--- src/imsir_defines.svh ---
`ifndef IMSIR_DEFINES_SVH
`define IMSIR_DEFINES_SVH

// clock and timing
`define IMSIR_CLK_MHZ        50
`define IMSIR_ACC_BOOT_US    1000
`define IMSIR_GYR_SETTLE_US  30000
`define IMSIR_GYR_DRDY_US    280
`define IMSIR_ACC_BOOT_CYC   (`IMSIR_ACC_BOOT_US * `IMSIR_CLK_MHZ)
`define IMSIR_GYR_SETTLE_CYC (`IMSIR_GYR_SETTLE_US * `IMSIR_CLK_MHZ)
`define IMSIR_GYR_DRDY_CYC   (`IMSIR_GYR_DRDY_US * `IMSIR_CLK_MHZ)
`define IMSIR_BIST_CYC       8'h40

// accelerometer map
`define IMSIR_A_CHIP_ID      8'h00
`define IMSIR_A_X_LSB        8'h12
`define IMSIR_A_X_MSB        8'h13
`define IMSIR_A_Y_LSB        8'h14
`define IMSIR_A_Y_MSB        8'h15
`define IMSIR_A_Z_LSB        8'h16
`define IMSIR_A_Z_MSB        8'h17
`define IMSIR_A_IRQ_STAT     8'h1d
`define IMSIR_A_CONFIG       8'h40
`define IMSIR_A_RANGE        8'h41
`define IMSIR_A_IRQ_MAP      8'h58
`define IMSIR_A_SELFTEST     8'h6d
`define IMSIR_A_PWR_CTRL     8'h7d
`define IMSIR_A_SOFTRESET    8'h7e

// gyroscope map
`define IMSIR_G_Z_LSB        8'h06
`define IMSIR_G_Z_MSB        8'h07
`define IMSIR_G_LPM1         8'h11
`define IMSIR_G_SOFTRESET    8'h14
`define IMSIR_G_INT_CTRL     8'h15
`define IMSIR_G_IRQ_MAP      8'h18
`define IMSIR_G_SELFTEST     8'h3c

// reset values and codes
`define IMSIR_A_CONFIG_RST   8'ha8
`define IMSIR_A_RANGE_RST    8'h01
`define IMSIR_SOFTRESET_CMD  8'hb6
`define IMSIR_A_PWR_NORMAL   8'h04
`define IMSIR_A_CHIP_ID_VAL  8'h5a // arbitrary identity value
`define IMSIR_A_ST_OFFSET    16'h1000

// field positions
`define IMSIR_A_ST_EN_BIT    0
`define IMSIR_A_ST_POS_BIT   2
`define IMSIR_A_DRDY_BIT     7
`define IMSIR_A_MAP_PA_BIT   2
`define IMSIR_A_MAP_PB_BIT   6
`define IMSIR_G_TRIG_BIT     0
`define IMSIR_G_RDY_BIT      1
`define IMSIR_G_FAIL_BIT     2
`define IMSIR_G_BG_BIT       4
`define IMSIR_G_DRDY_EN_BIT  7
`define IMSIR_G_MAP_PC_BIT   0
`define IMSIR_G_MAP_PD_BIT   2

`endif

--- src/imsir_pkg.sv ---
package imsir_pkg;

  typedef struct packed {
    logic       sel_accel;
    logic       sel_gyro;
    logic [7:0] addr;
    logic [7:0] wdata;
    logic       wr;
    logic       rd;
  } imsir_req_t;

  typedef struct packed {
    logic [15:0] x;
    logic [15:0] y;
    logic [15:0] z;
  } imsir_axes_t;

  typedef enum logic {
    BIST_IDLE = 1'b0,
    BIST_RUN  = 1'b1
  } imsir_bist_t;

endpackage

--- src/imsir_top.sv ---
`timescale 1ns/1ps
`include "imsir_defines.svh"
module imsir_top
  import imsir_pkg::*;
#(
  parameter logic [20:0] ACC_BOOT_CYC   = 21'(`IMSIR_ACC_BOOT_CYC),
  parameter logic [20:0] GYR_SETTLE_CYC = 21'(`IMSIR_GYR_SETTLE_CYC),
  parameter logic [20:0] GYR_DRDY_CYC   = 21'(`IMSIR_GYR_DRDY_CYC)
) (
  input  wire logic        core_clk,
  input  wire logic        nrst,
  input  wire imsir_req_t  req,
  output logic [7:0]       rdata,
  output logic             rvalid,
  input  wire logic        accel_sample_valid,
  input  wire imsir_axes_t accel_sample,
  input  wire logic        gyro_z_store,
  input  wire logic [15:0] gyro_z_sample,
  input  wire logic        gyro_sense_ok,
  output logic             accel_busy,
  output logic             gyro_busy,
  output logic             irq_pin_a,
  output logic             irq_pin_b,
  output logic             irq_pin_c,
  output logic             irq_pin_d
);

  // accel config and data
  logic [7:0]  accel_config;
  logic [7:0]  accel_range_select;
  logic [7:0]  accel_selftest_control;
  logic [7:0]  accel_irq_map;
  logic [7:0]  accel_pwr;
  imsir_axes_t accel_data;
  logic        accel_drdy;
  logic [20:0] accel_boot_cnt;
  logic        accel_sr_pend;
  // gyro config and state
  logic [7:0]  gyro_int_ctrl;
  logic [7:0]  gyro_irq_map;
  logic [7:0]  gyro_lpm1;
  logic [15:0] gyro_z;
  logic        gyro_rdy;
  logic        gyro_fail;
  logic        gyro_bg_ok;
  imsir_bist_t bist_state;
  logic [7:0]  bist_cnt;
  logic [20:0] gyro_settle_cnt;
  logic        gyro_sr_pend;
  logic [20:0] gyro_drdy_cnt;
  logic        gyro_drdy;
  logic        a_wr;
  logic        g_wr;
  logic        a_sr_cmd;
  logic        g_sr_cmd;
  logic        a_restore;
  logic        g_restore;
  logic [15:0] st_offset;
  // writes while a part boots are dropped
  assign a_wr      = req.wr && req.sel_accel && !accel_busy;
  assign g_wr      = req.wr && req.sel_gyro && !gyro_busy;
  assign a_sr_cmd  = a_wr && req.addr == `IMSIR_A_SOFTRESET && req.wdata == `IMSIR_SOFTRESET_CMD;
  assign g_sr_cmd  = g_wr && req.addr == `IMSIR_G_SOFTRESET && req.wdata == `IMSIR_SOFTRESET_CMD;
  // defaults land when the delay ends
  assign a_restore = accel_sr_pend && accel_boot_cnt == 21'h000001;
  assign g_restore = gyro_sr_pend && gyro_settle_cnt == 21'h000001;
  function automatic logic hit(input logic w, input logic [7:0] a, input logic [7:0] off);
    hit = w && (a == off);
  endfunction
  // polarity bit picks sign of injected offset
  assign st_offset = accel_selftest_control[`IMSIR_A_ST_POS_BIT] ? `IMSIR_A_ST_OFFSET : 16'h0000 - `IMSIR_A_ST_OFFSET;
  // boot window after soft reset only
  always_ff @(posedge core_clk or negedge nrst) begin
    if (!nrst) begin
      accel_boot_cnt <= 21'h000000;
      accel_sr_pend  <= 1'b0;
      accel_busy     <= 1'b0;
    end else begin
      if (a_sr_cmd) begin
        accel_boot_cnt <= ACC_BOOT_CYC;
        accel_sr_pend  <= 1'b1;
      end else if (accel_boot_cnt != 21'h000000) begin
        accel_boot_cnt <= accel_boot_cnt - 21'h000001;
      end
      if (a_restore) begin
        accel_sr_pend <= 1'b0;
      end
      accel_busy <= a_sr_cmd || accel_boot_cnt > 21'h000001;
    end
  end
  // accel configuration registers
  always_ff @(posedge core_clk or negedge nrst) begin
    if (!nrst) begin
      accel_config           <= `IMSIR_A_CONFIG_RST;
      accel_range_select     <= `IMSIR_A_RANGE_RST;
      accel_selftest_control <= 8'h00;
      accel_irq_map          <= 8'h00;
      accel_pwr              <= 8'h00;
    end else if (a_restore) begin
      // back to suspend after soft reset
      accel_config           <= `IMSIR_A_CONFIG_RST;
      accel_range_select     <= `IMSIR_A_RANGE_RST;
      accel_selftest_control <= 8'h00;
      accel_irq_map          <= 8'h00;
      accel_pwr              <= 8'h00;
    end else begin
      // byte-wide writes into the accel map
      if (hit(a_wr, req.addr, `IMSIR_A_CONFIG)) accel_config <= req.wdata;
      if (hit(a_wr, req.addr, `IMSIR_A_RANGE)) accel_range_select <= req.wdata;
      if (hit(a_wr, req.addr, `IMSIR_A_SELFTEST)) accel_selftest_control <= req.wdata;
      if (hit(a_wr, req.addr, `IMSIR_A_IRQ_MAP)) accel_irq_map <= req.wdata;
      if (hit(a_wr, req.addr, `IMSIR_A_PWR_CTRL)) accel_pwr <= req.wdata;
    end
  end
  // accel data and new-data flag
  always_ff @(posedge core_clk or negedge nrst) begin
    if (!nrst) begin
      accel_data <= '0;
      accel_drdy <= 1'b0;
    end else if (a_restore) begin
      accel_data <= '0;
      accel_drdy <= 1'b0;
    end else if (accel_sample_valid && accel_pwr == `IMSIR_A_PWR_NORMAL) begin
      if (accel_selftest_control[`IMSIR_A_ST_EN_BIT]) begin
        accel_data.x <= accel_sample.x + st_offset;
        accel_data.y <= accel_sample.y + st_offset;
        accel_data.z <= accel_sample.z + st_offset;
      end else begin
        accel_data <= accel_sample;
      end
      // set wins over the read clear
      accel_drdy <= 1'b1;
    end else if (req.rd && req.sel_accel && !accel_busy && req.addr == `IMSIR_A_IRQ_STAT) begin
      accel_drdy <= 1'b0;
    end
  end
  // settle window after soft reset or mode change
  always_ff @(posedge core_clk or negedge nrst) begin
    if (!nrst) begin
      gyro_settle_cnt <= 21'h000000;
      gyro_sr_pend    <= 1'b0;
      gyro_busy       <= 1'b0;
    end else begin
      if (g_sr_cmd || hit(g_wr, req.addr, `IMSIR_G_LPM1)) begin
        gyro_settle_cnt <= GYR_SETTLE_CYC;
      end else if (gyro_settle_cnt != 21'h000000) begin
        gyro_settle_cnt <= gyro_settle_cnt - 21'h000001;
      end
      if (g_sr_cmd) begin
        gyro_sr_pend <= 1'b1;
      end else if (g_restore) begin
        gyro_sr_pend <= 1'b0;
      end
      gyro_busy <= g_sr_cmd || hit(g_wr, req.addr, `IMSIR_G_LPM1) || gyro_settle_cnt > 21'h000001;
    end
  end
  // gyro configuration registers
  always_ff @(posedge core_clk or negedge nrst) begin
    if (!nrst) begin
      gyro_int_ctrl <= 8'h00;
      gyro_irq_map  <= 8'h00;
      gyro_lpm1     <= 8'h00;
    end else if (g_restore) begin
      gyro_int_ctrl <= 8'h00;
      gyro_irq_map  <= 8'h00;
      gyro_lpm1     <= 8'h00;
    end else begin
      // enable bit only by host write
      if (hit(g_wr, req.addr, `IMSIR_G_INT_CTRL)) gyro_int_ctrl <= req.wdata;
      if (hit(g_wr, req.addr, `IMSIR_G_IRQ_MAP)) gyro_irq_map <= req.wdata;
      if (hit(g_wr, req.addr, `IMSIR_G_LPM1)) gyro_lpm1 <= req.wdata;
    end
  end

  // built-in self-test sequencer
  always_ff @(posedge core_clk or negedge nrst) begin
    if (!nrst) begin
      bist_state <= BIST_IDLE;
      bist_cnt   <= 8'h00;
      gyro_rdy   <= 1'b0;
      gyro_fail  <= 1'b0;
    end else if (g_restore) begin
      bist_state <= BIST_IDLE;
      bist_cnt   <= 8'h00;
      gyro_rdy   <= 1'b0;
      gyro_fail  <= 1'b0;
    end else begin
      unique case (bist_state)
        BIST_IDLE: begin
          // one-shot, results held till next trigger or soft reset
          if (hit(g_wr, req.addr, `IMSIR_G_SELFTEST) && req.wdata[`IMSIR_G_TRIG_BIT]) begin
            bist_state <= BIST_RUN;
            bist_cnt   <= `IMSIR_BIST_CYC;
            gyro_rdy   <= 1'b0;
            gyro_fail  <= 1'b0;
          end
        end
        BIST_RUN: begin
          bist_cnt <= bist_cnt - 8'h01;
          if (bist_cnt == 8'h01) begin
            bist_state <= BIST_IDLE;
            gyro_rdy   <= 1'b1;
            gyro_fail  <= !gyro_sense_ok;
          end
        end
      endcase
    end
  end

  // gyro data, background check, data-ready pulse
  always_ff @(posedge core_clk or negedge nrst) begin
    if (!nrst) begin
      gyro_z        <= 16'h0000;
      gyro_bg_ok    <= 1'b0;
      gyro_drdy     <= 1'b0;
      gyro_drdy_cnt <= 21'h000000;
    end else begin
      gyro_bg_ok <= gyro_sense_ok;
      if (gyro_z_store) begin
        gyro_z <= gyro_z_sample;
      end
      // fixed-width pulse after each z store while gyro_int_ctrl is 8'h80
      if (gyro_z_store && gyro_int_ctrl == 8'h80 && !g_restore) begin
        gyro_drdy     <= 1'b1;
        gyro_drdy_cnt <= GYR_DRDY_CYC;
      end else if (gyro_drdy_cnt > 21'h000001) begin
        gyro_drdy_cnt <= gyro_drdy_cnt - 21'h000001;
      end else begin
        gyro_drdy     <= 1'b0;
        gyro_drdy_cnt <= 21'h000000;
      end
    end
  end

  // interrupt pins, registered
  always_ff @(posedge core_clk or negedge nrst) begin
    if (!nrst) begin
      irq_pin_a <= 1'b0;
      irq_pin_b <= 1'b0;
      irq_pin_c <= 1'b0;
      irq_pin_d <= 1'b0;
    end else begin
      // accel map picks pins a and b
      irq_pin_a <= accel_drdy && accel_irq_map[`IMSIR_A_MAP_PA_BIT];
      irq_pin_b <= accel_drdy && accel_irq_map[`IMSIR_A_MAP_PB_BIT];
      // gyro map picks pins c and d
      irq_pin_c <= gyro_drdy && gyro_irq_map[`IMSIR_G_MAP_PC_BIT];
      irq_pin_d <= gyro_drdy && gyro_irq_map[`IMSIR_G_MAP_PD_BIT];
    end
  end

  // read mux; busy parts and unmapped addresses read zero
  function automatic logic [7:0] accel_read(input logic [7:0] a);
    unique case (a)
      `IMSIR_A_CHIP_ID:   accel_read = `IMSIR_A_CHIP_ID_VAL;
      `IMSIR_A_X_LSB:     accel_read = accel_data.x[7:0];
      `IMSIR_A_X_MSB:     accel_read = accel_data.x[15:8];
      `IMSIR_A_Y_LSB:     accel_read = accel_data.y[7:0];
      `IMSIR_A_Y_MSB:     accel_read = accel_data.y[15:8];
      `IMSIR_A_Z_LSB:     accel_read = accel_data.z[7:0];
      `IMSIR_A_Z_MSB:     accel_read = accel_data.z[15:8];
      `IMSIR_A_IRQ_STAT:  accel_read = {accel_drdy, 7'h00};
      `IMSIR_A_CONFIG:    accel_read = accel_config;
      `IMSIR_A_RANGE:     accel_read = accel_range_select;
      `IMSIR_A_IRQ_MAP:   accel_read = accel_irq_map;
      `IMSIR_A_SELFTEST:  accel_read = accel_selftest_control;
      `IMSIR_A_PWR_CTRL:  accel_read = accel_pwr;
      default:            accel_read = 8'h00;
    endcase
  endfunction
  function automatic logic [7:0] gyro_read(input logic [7:0] a);
    unique case (a)
      `IMSIR_G_Z_LSB:     gyro_read = gyro_z[7:0];
      `IMSIR_G_Z_MSB:     gyro_read = gyro_z[15:8];
      `IMSIR_G_LPM1:      gyro_read = gyro_lpm1;
      `IMSIR_G_INT_CTRL:  gyro_read = gyro_int_ctrl;
      `IMSIR_G_IRQ_MAP:   gyro_read = gyro_irq_map;
      // status bits; trigger reads back zero
      `IMSIR_G_SELFTEST:  gyro_read = {3'h0, gyro_bg_ok, 1'b0, gyro_fail, gyro_rdy, 1'b0};
      default:            gyro_read = 8'h00;
    endcase
  endfunction

  always_ff @(posedge core_clk or negedge nrst) begin
    if (!nrst) begin
      rdata  <= 8'h00;
      rvalid <= 1'b0;
    end else begin
      rvalid <= req.rd && (req.sel_accel ^ req.sel_gyro);
      if (req.rd && req.sel_accel && !req.sel_gyro && !accel_busy) begin
        rdata <= accel_read(req.addr);
      end else if (req.rd && req.sel_gyro && !req.sel_accel && !gyro_busy) begin
        rdata <= gyro_read(req.addr);
      end else begin
        rdata <= 8'h00;
      end
    end
  end

endmodule

--- config.mk ---
export PLATFORM = sky130hd
export DESIGN_NAME = imsir_top
export DESIGN_NICKNAME = d
export VERILOG_FILES = /design/src/imsir_pkg.sv /design/src/imsir_top.sv
export VERILOG_INCLUDE_DIRS = /design/src
export SDC_FILE = /design/constraint.sdc
export NUM_CORES = 1
export LEC_CHECK = 0
export BUFFER_PORTS_ARGS = -buffer_cell sky130_fd_sc_hd__buf_2
export CAP_MARGIN = 20
export CORE_MARGIN = 2
export CORE_UTILIZATION = 45
export DETAILED_ROUTE_END_ITERATION = 8
export REMOVE_ABC_BUFFERS = 1
export SYNTH_ARGS = -nofsm -noshare
export SYNTH_HDL_FRONTEND = slang
export SYNTH_SLANG_ARGS = --single-unit
--- constraint.sdc ---
create_clock -name core_clk -period 2.7 [get_ports core_clk]
set_input_delay 0.27 -clock core_clk [delete_from_list [all_inputs] [get_ports core_clk]]
set_output_delay 0.27 -clock core_clk [all_outputs]
set_load 0.02 [all_outputs]
# Word level (Yosys, flattened, before mapping)
# Index checks and enable logic that the tools add are counted.
[word_totals] reg_bits=222 inputBits=89 out_inout_bits=15 wordCells=187
[op_classes] add_sub_neg=7 magnitude_cmp=3 eq_ne=27 muxes=53 bitwise=2 reduce_logical=63
[ops] op="8-bit 2-to-1 mux" count=20
[ops] op="48-bit 2-to-1 mux" count=3
[ops] op="21-bit 2-to-1 mux" count=6
[ops] op="8-bit one-hot mux with 13 select lines" count=1
[ops] op="8-bit by 5-bit equality test with 1-bit output (second input constant)" count=9
[ops] op="21-bit by 1-bit greater-than comparator with 1-bit output (second input constant)" count=3
[ops] op="21-bit by 1-bit subtractor with 21-bit output (second input constant)" count=3
[ops] op="16-bit adder" count=3
[ops] op="8-bit by 7-bit equality test with 1-bit output (second input constant)" count=6
[ops] op="8-bit one-hot mux with 6 select lines" count=1
[ops] op="21-bit by 1-bit equality test with 1-bit output (second input constant)" count=2
[ops] op="21-bit nonzero test" count=2
[ops] op="1-bit logical AND" count=36
[ops] op="2-bit nonzero test" count=13
[ops] op="8-bit by 3-bit equality test with 1-bit output (second input constant)" count=3
[ops] op="1-bit 2-to-1 mux" count=17
[ops] op="8-bit equality test (second input constant)" count=2
[ops] op="16-bit 2-to-1 mux" count=1
[ops] op="8-bit one-hot mux with 2 select lines" count=1
[ops] op="8-bit by 1-bit equality test with 1-bit output (second input constant)" count=1
[ops] op="8-bit by 6-bit equality test with 1-bit output (second input constant)" count=1
[ops] op="8-bit zero test" count=1
[ops] op="8-bit by 1-bit subtractor with 8-bit output (second input constant)" count=1
[ops] op="1-bit zero test" count=6
[ops] op="9 further kinds" count=13

# Depth between registers and ports, before layout
[logic_depth] word_depth=7 mapped_depth=9 mapped_depth_nobuf=8

# Worst setup path after synthesis
# Ideal clock, no wire load.
[synth_path] kind="register to register" from="register accel_boot_cnt[12]" to="register accel_pwr[0]" setup_ns=0.120 t_arrival_ns=2.176 required_time_ns=2.580 slack_ns=0.404 path_stages_with_launch=9 path_buffers=2 synth_period_minus_slack_ns=2.296 cell_sequence="dfrtp_1 > or4_4 > or4_4 > nor3_4 > nand2_1 > nor2_4 > buf_4 > buf_4 > nor2_1"
[synth_between] elab_chain_cells=3 word_cells_on_any_way=4 cone_classes="1 x eq/ne; 1 x mux; 2 x reduce/logical"
[synth_rtl] item="from (decl)" line="imsir_top.sv:36" text="logic [20:0] accel_boot_cnt;"
[synth_rtl] item="from (signal assigned)" line="imsir_top.sv:83" text="accel_boot_cnt <= accel_boot_cnt - 21'h000001;"
[synth_rtl] item="21-bit by 1-bit equality test with 1-bit output (*)" line="imsir_top.sv:65" text="assign a_restore = accel_sr_pend && accel_boot_cnt == 21'h000001;"
[synth_rtl] item="1-bit logical AND (*)" line="imsir_top.sv:65"
[synth_rtl] item="8-bit 2-to-1 mux or 2-bit nonzero test (tied branches)"
[synth_rtl] item="to (signal assigned)" line="imsir_top.sv:112" text="if (hit(a_wr, req.addr, `IMSIR_A_PWR_CTRL)) accel_pwr <= req.wdata;"
[synth_rtl] item="to (decl)" line="imsir_top.sv:33" text="logic [7:0] accel_pwr;"
# Mark *: on every way between the ends. The rest lies on a longest branch, timed or not.
# A chain may end at the register's enable or synchronous reset.

# Worst setup path after layout
[layout_path] from="register accel_boot_cnt[11]" to="register accel_data[15] (netlist bit)"
[layout_between] elab_chain_cells=3 word_cells_on_any_way=4 cone_classes="1 x eq/ne; 1 x mux; 2 x reduce/logical"
[layout_rtl] item="21-bit by 1-bit equality test with 1-bit output (*)" line="imsir_top.sv:65"
[layout_rtl] item="1-bit logical AND (*)" line="imsir_top.sv:65"
[layout_rtl] item="48-bit 2-to-1 mux or 2-bit nonzero test (tied branches)"
[layout_rtl] item="to (signal assigned)" line="imsir_top.sv:129" text="accel_data <= accel_sample;"
[layout_rtl] item="to (decl)" line="imsir_top.sv:34" text="imsir_axes_t accel_data;"
# Marked as above.

==> impl_metrics.json <==
{
  "synth-async-reset-ratio_pct": 100.0,
  "seq_area_frac_synth_pct": 48.89,
  "clock_latency_ps": 530,
  "grt_antenna_before_repair": 0,
  "multi_input_area_um2": 5468,
  "die_area_um2": 26560,
  "hold_viol": 0,
  "setup_viol": 0,
  "drv_slew": 0,
  "setup_tns_ps": 0,
  "drcViolationCount": 0,
  "area_growth_pct": 21.86,
  "maxCapViolations": 0,
  "clk_pin_slew_ps": 60,
  "dr.pass1.iters": 5,
  "hpwl_um": 21410,
  "die_w_um": 163.0,
  "cts.sinks": 222,
  "synth_edf_count": 0,
  "cts_tree": "yes",
  "cp_common_cell": "or4_4",
  "critPathCaptureType": "flip-flop",
  "globalplace.congestion": 0.8919,
  "post_synth_num_cell_types": 75,
  "synth_top_area_share_pct": 47.96,
  "ctsResizeCount": 0,
  "relSlewSlack_pct": 57.01,
  "vias": 9308,
  "grtUsageTotal_pct": 23.69,
  "cp_max_fo": 67,
  "core_area_um2": 24960,
  "grt_setup_unrepaired": "no",
  "drtIter0Drc": 647,
  "period_needed_ps": 2467,
  "post_synth.cell_area_avg_um2": 9.647,
  "worst_pin_slew_ps": 636.0,
  "synthCells": 1179,
  "fillers": 2227,
  "fin_skew_ps": 19.38,
  "reg2reg_depth": 7,
  "antenna_left": 0,
  "synth_seq_cells": 222,
  "required_ps": 3080,
  "ir_drop_uv": 463.6,
  "max_stage_delay_ps": 540,
  "nets": 1456,
  "dominantRegCellSynth": "dfrtp_1",
  "routed_wirelength_um": 30950,
  "yosysWarnings": 0,
  "seq_area_um2": 5560,
  "cts_buffer_depth": 3,
  "timing.fmax_mhz": 405.4,
  "grt_pass1_wl_um": 49680,
  "die_h_um": 163.0,
  "grt_max_degree": 83,
  "synthTopCellsByArea": "dfrtp_1 48%, mux2i_1 5.7%, nand2_1 5.1%, nor2_1 4.6%, a21oi_1 4.1%",
  "floorplan.initialDensity_pct": 45.56,
  "layout-drive-gt1-share_pct": 17.98,
  "cellLeakagePower_uw": 0.005967,
  "clock-root-buffer": "clkbuf_16",
  "port_buffers": 103,
  "cts_made_buffers": 26,
  "finalCritPeriodShare_pct": 91.36,
  "placementRows": 58,
  "post_cts_buffers": 0,
  "grt-ovfl-total": 0,
  "worstPathArrival_ps": 2850,
  "synth_most_common_cell": "dfrtp_1",
  "boundaryPins": 104,
  "wl_per_cell_um": 18.22,
  "post_drt_via_cell_ratio": 5.479,
  "start_kind": "flip-flop",
  "power_per_cell_area_nw_per_um2": 557.1,
  "synth_area_um2": 11370,
  "h-tree-depth": 1,
  "yosysTopAreaCell": "dfrtp_1",
  "cp_slowest_cell": "or4_4",
  "first_global_vias": 9194,
  "synthTopCellsByCount": "218 x dfrtp_1, 156 x nand2_1, 139 x nor2_1",
  "hold_depth": 2,
  "path_class": "flip-flop to flip-flop",
  "fin_total_pwr_uw": 7721,
  "path_cells": "or4_4, or4_4, nor3_4, nand2_1, nor2_4, buf_12, a211oi_1",
  "hold_class": "input port to flip-flop",
  "status": "complete, no violations"
}
[cells by family after synthesis]
kind of cell | synth area share [%]
buffers and inverters | 3.146
XOR/XNOR | 4.928
flip-flops | 48.89
AO/OA/AOI/OAI | 11.42
AND/OR/NAND/NOR | 21.23
multiplexers | 8.097
adder cells (fa/ha/maj) | 2.288
[registers in the layout, summed over array words and instances (netlist names), 8 cells and up]
name	count
accel_data	48
accel_boot_cnt	21
gyro_drdy_cnt	21
gyro_settle_cnt	21
gyro_z	16
accel_config	8
accel_irq_map	8
accel_pwr	8
accel_range_select	8
accel_selftest_control	8
bist_cnt	8
gyro_int_ctrl	8
gyro_irq_map	8
gyro_lpm1	8
rdata	8
[final timing paths]
kind | endpoint | start | slack, ps
setup / recovery | accel_data[15] | accel_boot_cnt[11] | 230
hold / removal | rvalid | req[0] | 20
setup reg to reg | accel_data[15] | accel_boot_cnt[11] | 230
hold reg to reg | gyro_z[13] | gyro_z[13] | 510
max in group asynchronous | accel_boot_cnt[17] | nrst | 1520
min in group asynchronous | gyro_irq_map[2] | nrst | 330
[routing by layer]
layer / up-vias / track usage [%] / share of wire (%)
met2: 291 / 38.67 / 47
met1: 4470 / 32.86 / 44
met3: 45 / 3.820 / 6.2
li1: 4502 / - / -
met5: - / 0 / 0
met4: 0 / 6.436 / 2.4
[layout by cell type, fill, tap and decap left out, types with 23 or more instances in the layout]
cell           count
nor2_1           139
nand3_1           54
buf_4             48
nor3_1            24
xor2_1            23
o21ai_0           25
clkbuf_16         27
a21oi_1           94
mux2i_1           65
nand2_1          156
buf_2            102
xnor2_1           41
dlygate4sd3_1     52
dfrtp_1          218
[power by group]
| part | switching, µW | leakage, µW | internal, µW |
|---|---|---|---|
| sequential | 136 | 0.00279 | 3470 |
| clock | 1380 | 0.000417 | 2100 |
| combinational | 332 | 0.00276 | 304 |
[cell type report]
| class | count | area share (%) |
|---|---|---|
| timing repair buffer | 208 | 10.87 |
| multi-input combinational | 875 | 39.45 |
| inverter | 15 | 0.4062 |
| clock inverter | 6 | 0.4424 |
| sequential | 222 | 40.12 |
| antenna | 1 | 0.01806 |
| tap | 330 | 2.979 |
| clock buffer | 42 | 5.715 |
[metrics by stage]
stage | setup slack [ps] | instances | cell area [µm²] | utilization, % | hold slack [ps]
finish | 233.2 | 1699 | 13860 | 55.52 | 20.86
floorplan | -239.4 | 1112 | 11070 | - | -25.59
CTS | 232.3 | 1698 | 13860 | 55.51 | 0.1169
global placement | 249.3 | 1598 | 12480 | 50.01 | 320.2
detailed placement | 234.7 | 1598 | 12480 | 50.01 | 313.2
global route | 89.01 | 1698 | 13860 | 55.51 | 0.1513
[repair_timing]
action | 4_1_cts | 5_1_grt
hold buffers | 52 | 0
setup endpoints to repair | 0 | 0
endpoints found under the hold margin | 129 | 0
[critical path, delay by kind of cell, from the launching register on]
family	cells	cell delay (ps)
and+or+nand+nor	5	1510
DFF	1	400
buffers and inverters	1	290
AOI/OAI and AO/OA	1	70
Power figures use the tool's default switching activity.
